--- config.mk ---
export PLATFORM = sky130hd
export DESIGN_NAME = adc_serial_conversion_ctrl
export DESIGN_NICKNAME = d
export VERILOG_FILES = /design/src/verilog/adc_ctrl_pkg.sv /design/src/verilog/sar_engine.sv /design/src/verilog/adc_serial_conversion_ctrl.sv
export VERILOG_INCLUDE_DIRS = /design/src /design/src/verilog
export SDC_FILE = /design/constraint.sdc
export NUM_CORES = 1
export LEC_CHECK = 0
export BUFFER_PORTS_ARGS = -buffer_cell sky130_fd_sc_hd__buf_2
export CORE_UTILIZATION = 40
export DETAILED_ROUTE_END_ITERATION = 10
export PLACE_DENSITY_LB_ADDON = 0.12
export SYNTH_ARGS = -nofsm -noshare
export SYNTH_HDL_FRONTEND = slang
export SYNTH_SLANG_ARGS = --single-unit
--- constraint.sdc ---
create_clock -name core_clk -period 2.4 [get_ports core_clk]
set_input_delay 0.48 -clock core_clk [delete_from_list [all_inputs] [get_ports core_clk]]
set_output_delay 0.48 -clock core_clk [all_outputs]
set_load 0.05 [all_outputs]
--- src/verilog/adc_ctrl_regs.svh ---
// constants of the serial conversion controller
// assumes a 125 MHz core clock; included by the SAR engine and the controller
`ifndef ADC_CTRL_REGS_SVH
`define ADC_CTRL_REGS_SVH
`define ADC_CORE_PERIOD_NS 8
`define ADC_OSC_PERIOD_NS 500
`define ADC_OSC_DIV (`ADC_OSC_PERIOD_NS / `ADC_CORE_PERIOD_NS)
`define ADC_FRAME_BITS 5'h10
`define ADC_IDX_SAT 5'h11
`define ADC_EXT_ACQ_FALLS 5'h2
`define ADC_CHANNEL_ID_BIT_POS 5'h4
`define ADC_LEAD_LAST 5'h3
`define ADC_SAR_STEPS 12
`define ADC_LEAD_ONES 3'h7
`define ADC_CHAN_RESET 1'h0
`define ADC_CS_IDLE 1'h1
`endif

--- src/verilog/adc_ctrl_pkg.sv ---
// types of the serial conversion controller
// assumes nothing beyond a SystemVerilog compiler
package adc_ctrl_pkg;
  typedef enum logic [3:0] {
    ST_SHUT = 4'b0001,
    ST_ACQ  = 4'b0010,
    ST_CONV = 4'b0100,
    ST_READ = 4'b1000
  } conv_state_t;
  typedef struct packed {
    logic [9:0] data;
    logic       subHigh;
    logic       subLow;
  } sar_result_t;
  typedef struct packed {
    logic [2:0]  lead;
    logic        channel_id_bit;
    sar_result_t res;
  } frame_t;
endpackage

--- src/verilog/sar_engine.sv ---
// successive approximation register, one decision per step pulse
// assumes compHigh is already synchronous and reflects the current trial code
`timescale 1ns/1ns
`include "adc_ctrl_regs.svh"
module sar_engine #(
  parameter int STEPS = `ADC_SAR_STEPS
) (
  input  wire logic             clk,
  input  wire logic             rst_n,
  input  wire logic             start,
  input  wire logic             step,
  input  wire logic             compHigh,
  output logic [STEPS-1:0]      trial,
  output logic                  done
);
  localparam logic [STEPS-1:0] TOP = {1'b1, {(STEPS-1){1'b0}}};
  logic [STEPS-1:0] ptr_reg;
  wire  [STEPS-1:0] kept    = compHigh ? trial : (trial & ~ptr_reg);
  wire  [STEPS-1:0] nextPtr = ptr_reg >> 1;

  always_ff @(posedge clk or negedge rst_n) begin
    if (!rst_n) begin
      trial   <= '0;
      ptr_reg <= '0;
      done    <= 1'b0;
    end else if (start) begin
      trial   <= TOP;
      ptr_reg <= TOP;
      done    <= 1'b0;
    end else if (step && !done) begin
      trial   <= kept | nextPtr;
      ptr_reg <= nextPtr;
      done    <= ptr_reg[0];
    end
  end
endmodule // sar_engine

--- src/verilog/adc_serial_conversion_ctrl.sv ---
// conversion sequencing and serial readout of a two-channel 10-bit converter
// assumes select_n_shutdown, serialClk and compHigh are asynchronous pins
// Operation
// RQ1: after power-on reset the first conversion uses input channel A.
// RQ2: each chip-select toggle advances channel pointer, alternating A and B.
// RQ3: host toggles chip select twice to convert the same channel again.
// RQ4: every frame carries the channel id bit just before the data MSB.
// RQ5: serial data output changes only on serial clock falling edges.
// RQ6: serial data output is high impedance while chip select is high.
// RQ7: chip select high puts the whole device into shutdown.
// RQ8: track/hold starts tracking at the chip-select falling edge.
// RQ9: external mode acquisition ends at second serial clock falling edge.
// RQ10: internal mode acquisition ends at first serial clock falling edge.
// RQ11: at acquisition end track/hold opens and holds the sample.
// RQ12: host keeps serial clock within the mode's frequency limits.
// RQ13: a nominal conversion and readout cycle takes 16 serial clocks.
// RQ14: serial clock level at chip-select fall picks internal or external mode.
// RQ15: frame is three ones, channel bit, ten data bits, two sub bits.
// RQ16: after the last sub bit further clocks shift out zeros.
// RQ17: internal conversion end stops oscillator and drives data output high.
// RQ18: host samples each output bit on the serial clock rising edge.
`timescale 1ns/1ns
`include "adc_ctrl_regs.svh"
module adc_serial_conversion_ctrl
  import adc_ctrl_pkg::*;
#(
  parameter int OSC_DIV = `ADC_OSC_DIV
) (
  input  wire logic        core_clk,
  input  wire logic        arst_n,
  input  wire logic        select_n_shutdown,
  input  wire logic        serialClk,
  input  wire logic        compHigh,
  output logic             serialDataOut,
  output logic             serialDataOe,
  output logic             trackHold,
  output logic             channelB,
  output logic             powerUp,
  output logic             oscRun,
  output logic [11:0]      dacCode
);
  logic [1:0]  rstPipe;
  logic [2:0]  csPipe;
  logic [2:0]  sclkPipe;
  logic [1:0]  compPipe;
  conv_state_t state_reg;
  conv_state_t state_next;
  logic        modeInt_reg;
  logic        channelB_reg;
  logic        track_reg;
  logic        powerUp_reg;
  logic        oscRun_reg;
  logic [4:0]  bitIdx_reg;
  logic        dout_reg;
  logic        doutOe_reg;
  logic [7:0]  oscCnt_reg;
  logic        anyConv_reg;
  logic        sarDone;
  logic [11:0] sarTrial;

  // reset released through two flops, asserted at once
  always_ff @(posedge core_clk or negedge arst_n) begin
    if (!arst_n) begin
      rstPipe <= 2'b00;
    end else begin
      rstPipe <= {rstPipe[0], 1'b1};
    end
  end
  wire rstN = rstPipe[1];

  // pins pass two flops; the third stage only serves edge finding
  always_ff @(posedge core_clk or negedge rstN) begin
    if (!rstN) begin
      csPipe   <= {3{`ADC_CS_IDLE}};
      sclkPipe <= 3'b000;
      compPipe <= 2'b00;
    end else begin
      csPipe   <= {csPipe[1:0], select_n_shutdown};
      sclkPipe <= {sclkPipe[1:0], serialClk};
      compPipe <= {compPipe[0], compHigh};
    end
  end

  wire csLow     = ~csPipe[1];
  wire csFall    = csPipe[2] & ~csPipe[1];
  wire csRise    = ~csPipe[2] & csPipe[1];
  wire sclkFall  = sclkPipe[2] & ~sclkPipe[1];
  wire sclkRise  = ~sclkPipe[2] & sclkPipe[1];
  wire sclkLevel = sclkPipe[1];

  function automatic logic frame_bit(frame_t f, logic [4:0] idx);
    logic [4:0] pos;
    pos = `ADC_FRAME_BITS - idx;
    if (idx == 5'd0 || idx > `ADC_FRAME_BITS) begin
      return 1'b0;
    end
    return f[pos[3:0]];
  endfunction

  wire inShut = state_reg == ST_SHUT;
  wire inAcq  = state_reg == ST_ACQ;
  wire inConv = state_reg == ST_CONV;
  wire inRead = state_reg == ST_READ;

  // index of the frame bit shown after this fall; sticks past the end
  wire [4:0] idxInc = (bitIdx_reg == `ADC_IDX_SAT) ? bitIdx_reg : bitIdx_reg + 5'd1;

  wire sar_result_t sarRes = sar_result_t'(sarTrial);
  wire frame_t frameWord = '{lead: `ADC_LEAD_ONES, channel_id_bit: channelB_reg, res: sarRes}; // [RQ4] [RQ15]
  wire frameBit = frame_bit(frameWord, idxInc); // [RQ15] [RQ16]

  // acquisition ends at the mode's own fall; in external mode that fall also shifts
  wire acqEnd = inAcq & sclkFall & (modeInt_reg | idxInc == `ADC_EXT_ACQ_FALLS); // [RQ9] [RQ10]
  wire eoc    = inConv & sarDone;
  // external mode: every fall in acquisition and readout shifts a frame bit
  wire shiftFall = sclkFall & (inRead | (inAcq & ~modeInt_reg)); // [RQ5] [RQ13]

  wire oscTick = oscRun_reg & (oscCnt_reg == 8'(OSC_DIV - 1));
  // external mode decisions ride on rises so each bit is settled before its fall
  wire sarStep = (inConv & oscTick) | (inRead & ~modeInt_reg & sclkRise);

  always_comb begin
    state_next = state_reg;
    if (!csLow) begin
      state_next = ST_SHUT; // [RQ7]
    end else begin
      unique case (state_reg)
        ST_SHUT: begin
          if (csFall) begin
            state_next = ST_ACQ;
          end
        end
        ST_ACQ: begin
          if (acqEnd) begin
            state_next = modeInt_reg ? ST_CONV : ST_READ;
          end
        end
        ST_CONV: begin
          if (sarDone) begin
            state_next = ST_READ;
          end
        end
        ST_READ: begin
          state_next = ST_READ;
        end
      endcase
    end
  end
  wire activeNext = state_next != ST_SHUT;

  wire [4:0] idxNext = csFall    ? 5'd0 :
                       eoc       ? 5'd1 :
                       shiftFall ? idxInc : bitIdx_reg;
  // output moves only at a fall, plus the end-of-conversion flag
  wire doutNext = csFall    ? 1'b0 :
                  eoc       ? 1'b1 :
                  shiftFall ? frameBit : dout_reg; // [RQ5] [RQ17]
  // tracking only between the select fall and the end of acquisition
  wire trackNext = csFall            ? 1'b1 :
                   (acqEnd | ~csLow) ? 1'b0 : track_reg; // [RQ8] [RQ11]
  // deselect wins, so a clock fall racing the select rise cannot wake the oscillator
  wire oscNext = ~csLow                 ? 1'b0 :
                 (acqEnd & modeInt_reg) ? 1'b1 :
                 eoc                    ? 1'b0 : oscRun_reg; // [RQ7] [RQ17]

  always_ff @(posedge core_clk or negedge rstN) begin
    if (!rstN) begin
      state_reg <= ST_SHUT;
      modeInt_reg <= 1'b0;
      channelB_reg <= `ADC_CHAN_RESET; // [RQ1]
      anyConv_reg <= 1'b0;
    end else begin
      state_reg <= state_next;
      if (csFall) begin
        modeInt_reg <= sclkLevel; // [RQ14]
      end
      if (csRise) begin
        // the pointer moves on every toggle, so skipping needs two
        channelB_reg <= ~channelB_reg; // [RQ2] [RQ3]
        anyConv_reg <= 1'b1;
      end
    end
  end

  always_ff @(posedge core_clk or negedge rstN) begin
    if (!rstN) begin
      bitIdx_reg <= 5'd0;
      dout_reg <= 1'b0;
      track_reg <= 1'b0;
      oscRun_reg <= 1'b0;
    end else begin
      bitIdx_reg <= idxNext;
      dout_reg <= activeNext & doutNext;
      track_reg <= trackNext;
      oscRun_reg <= oscNext;
    end
  end

  always_ff @(posedge core_clk or negedge rstN) begin
    if (!rstN) begin
      doutOe_reg <= 1'b0;
      powerUp_reg <= 1'b0;
      oscCnt_reg <= 8'h00;
    end else begin
      doutOe_reg <= activeNext; // [RQ6]
      powerUp_reg <= activeNext; // [RQ7]
      oscCnt_reg <= (oscTick | ~oscRun_reg) ? 8'h00 : oscCnt_reg + 8'h01;
    end
  end

  // conversion steps come from the divided oscillator or from serial clock rises
  sar_engine #(
    .STEPS(`ADC_SAR_STEPS)
  ) u_sar (
    .clk      (core_clk),
    .rst_n    (rstN),
    .start    (acqEnd), // [RQ11]
    .step     (sarStep),
    .compHigh (compPipe[1]),
    .trial    (sarTrial),
    .done     (sarDone)
  );

  assign serialDataOut = dout_reg;
  assign serialDataOe  = doutOe_reg;
  assign trackHold     = track_reg;
  assign channelB      = channelB_reg;
  assign powerUp       = powerUp_reg;
  assign oscRun        = oscRun_reg;
  assign dacCode       = sarTrial;
endmodule // adc_serial_conversion_ctrl

==> results list <==
- The netlist uses 55 different library cells.
* Cell leakage power: 1.61 nW
- PD cells: 604 nW/um^2
- Half-perimeter wire length of the detailed placement result: 4560 um
- The final layout contains routed wiring with a total length of 6710 um.
* Initial core utilization: 42.5%
* Cell chosen for the clock root: clkbuf_8
* Startpoint types: flip-flop
* Status: finished, final reports clean
- H-tree lvl count: 3
- Mapped Nets: 291
- Flip-flop cell with the highest count after synthesis: dfrtp_1
* Clock tree from TritonCTS: built
- Combinational power share: 17.6%
- Total standard cell area after synthesis: 2950 um^2
- Instance area after placement: 3380 um^2
- Data arrival time of the critical path: 2.61 ns
- Across the routed clock network, the largest skew measured is 0.00687 ns.
- The worst hold path belongs to the class flip-flop to asynchronous set/reset pin.
* Switch share: 30.2%
- Static timing analysis puts the maximum clock frequency at 418 MHz.
- Compared with the post-synthesis result, the final layout area differs by 25.5%.
- Clock-pin slew was measured on the worst setup and hold paths at 0.07 ns.
* Placer Congestion: 0.799
- Max-slew violation count: 0
* Post-Synthesis Cells: 281
- Prior to clock tree synthesis, the placed netlist has a worst setup slack of -0.0509 ns.
* Placeable Area: 6940 um^2
- PortBufs: 22
- The worst path uses 99.6% of the clock period.
- Number of global-route vias before repair: 2,164
* Routed WL per cell: 15.5 um
- Total Negative Setup Slacks: 0 ns
- P_sw: 0.000676 W
* Sequential share of power: 48.4%
- The die covers 7720 um^2.
- Measured along the x axis, the die boundary spans 87.9 um.
* Fraction of power consumed by the clock network: 34.1%
* Pin count of the biggest net entering global routing: 40
* Pin slew with the least headroom to its limit: 0.654 ns
- On the final layout, the worst hold slack is 0.205 ns.
* Startpoint-to-endpoint class of the critical path: flip-flop to flip-flop
- The clock passes through at most 2 buffers.
- Residual DRC count: 0
- Placement row count: 30
* First-pass GRT wire length: 10,800 um
* Number of clock sinks: 58
- Cell internal power was estimated by the tool at 0.00156 W.
* Share of the yosys chip area belonging to registers: 49.4%
* Total grt overflow: 0
- The worst-case IR drop observed on VDD is 437 uV.
* Number of hold violations in the final report: 0
* Net total in the final layout: 343
* Kind of end point of the critical path: flip-flop
- Vertical die dimension: 87.9 um
- Most common library cell in the layout ignoring fill and taps: dfrtp_1
* Fraction of layout instances using a drive strength above 1: 29.9%
- The worst pin sits at a relative slew slack of 55.2%.
- Setup WS post-layout: 0.00926 ns
- In the synthesized netlist the async set-or-reset flop fraction comes to 100%.
- Violation count after the first detailed-route iteration: 117
- Unrepaired setup endpoints after global routing: yes
- Non-Filler Cell Area, Final: 3700 um^2
- Number of setup violations in the final report: 0
- Clock latency on the worst-skew pair: 0.33 ns
- DR vias/cell: 5.31
- Maximum net fanout on the critical path: 3
- Detailed-routing iteration count for the pre-antenna-repair pass: 4
* Total number of yosys warnings: 0
* Number of enable flip-flop cells after synthesis: 0
- The worst register-to-register path has a setup slack of 0.009 ns.
- The tool flagged a number of max-cap violations equal to 0.
* Clock buffers created by TritonCTS: 9
- Leaving out fill and tap cells, the most frequent cells in the layout are 52 x dfrtp_1, 31 x nor2_1, 31 x buf_4.
* Average size of a mapped cell: 10.5 um^2
* Min Clock Period, post-route: 2.39 ns
* Boundary pin count: 23
- 0 antenna diodes ended up in the layout.
- After synthesis the netlist holds a flip-flop and latch count of 58.
- The count of nets left with antenna violations once routing finished came out at 0.
- Global routing consumed, over all layers together, 18.7% of the routing resources.
* Required time worst endpoint: 2.62 ns
- The initial antenna violation count was 0.
- The final route contains 2,306 vias.
metrics by stage:
step / utilization (%) / cells / total power, W
2_1_floorplan: - / 281 / 0.00136
3_3_place_gp: 48.7 / 412 / 0.00147
3_5_place_dp: 48.7 / 412 / 0.00147
4_1_cts: 51.6 / 430 / 0.00224
5_1_grt: 53.3 / 434 / 0.00235
6_report: 53.3 / 434 / 0.00224
synthesized netlist by cell type, drive strengths merged, types with 5 or more instances:
master  count  share of area, %
nor2       33               4.2
clkbuf     11               1.4
a32o        7               2.4
xor2        6               1.8
xnor2      11               3.3
nand2      20               2.5
nor2b       7               1.5
inv        11               1.4
buf         7               1.4
a21oi      17               2.9
nand2b      7               1.5
mux2i      12               4.1
a311oi      5               1.5
dfrtp      54                46
ha          5               2.1
final timing paths:
path	startpoint	to	depth (start not counted)
setup / recovery	bitIdx_reg[0]	serialDataOut	8
hold / removal	rstPipe[1]	oscCnt_reg[2]	0
setup reg to reg	bitIdx_reg[0]	serialDataOut	8
hold reg to reg	rstPipe[1]	oscCnt_reg[2]	0
max in group asynchronous	rstPipe[1]	csPipe[1]	1
min in group core_clk	select_n_shutdown	csPipe[0]	1
power by group through the flow:
stage / sequential [W] / clock, W / combinational, W
floorplan: 0.00117 / 0 / 0.000189
finish: 0.00108 / 0.000761 / 0.000393
CTS: 0.00108 / 0.000782 / 0.000378
global placement: 0.00110 / 0 / 0.000371
detailed placement: 0.00110 / 0 / 0.000371
global route: 0.00109 / 0.000839 / 0.000423
logic make-up (layout without fill, tap and decap cells):
logic type / after synthesis / count (layout) / share of synthesized area, %
AND/OR/NAND/NOR: 95 / 95 / 17.1
AO/OA/AOI/OAI: 60 / 60 / 15.6
flip-flops: 58 / 58 / 49.4
buffers and inverters: 29 / 86 / 4.24
XOR/XNOR: 17 / 17 / 5.05
multiplexers: 16 / 16 / 6.36
adder cells (fa/ha/maj): 5 / 5 / 2.12
other: 1 / 1 / 0.127
repair_timing:
item / in CTS / in global routing
gates cloned: 0 / 1
setup endpoints to repair: 2 / 6
resized for setup: 3 / 14
pin swaps: 0 / 3
hold buffers: 1 / 0
endpoints found under the hold margin: 2 / 0
setup buffers: 1 / 3
worst max-delay path: stages (launching register included):
cell      delay, ns
dfrtp_1        0.43
ha_4           0.20
and4bb_2       0.28
xnor2_4        0.15
ha_4           0.28
mux4_2         0.49
o221ai_2       0.14
o211ai_1       0.10
o211a_1        0.21
cell type report:
| type | count | area [um^2] |
|---|---|---|
| clock buffers | 11 | 131 |
| multi-input cells | 194 | 1480 |
| fillers | 612 | 3240 |
| inverters | 11 | 43.8 |
| well taps | 96 | 120 |
| flip-flops and latches | 58 | 1460 |
| clock inverters | 5 | 32.5 |
| repair buffers | 59 | 435 |
routing by layer:
metal / vias to the layer above / global-route usage (%) / part of all wire (%)
met3: 8 / 3.39 / 3.3
met2: 46 / 26.6 / 46
met1: 1140 / 27.9 / 50
li1: 1112 / - / -
met5: - / 0 / 0
met4: 0 / 7.75 / 1.1
Power figures use the tool's default switching activity.
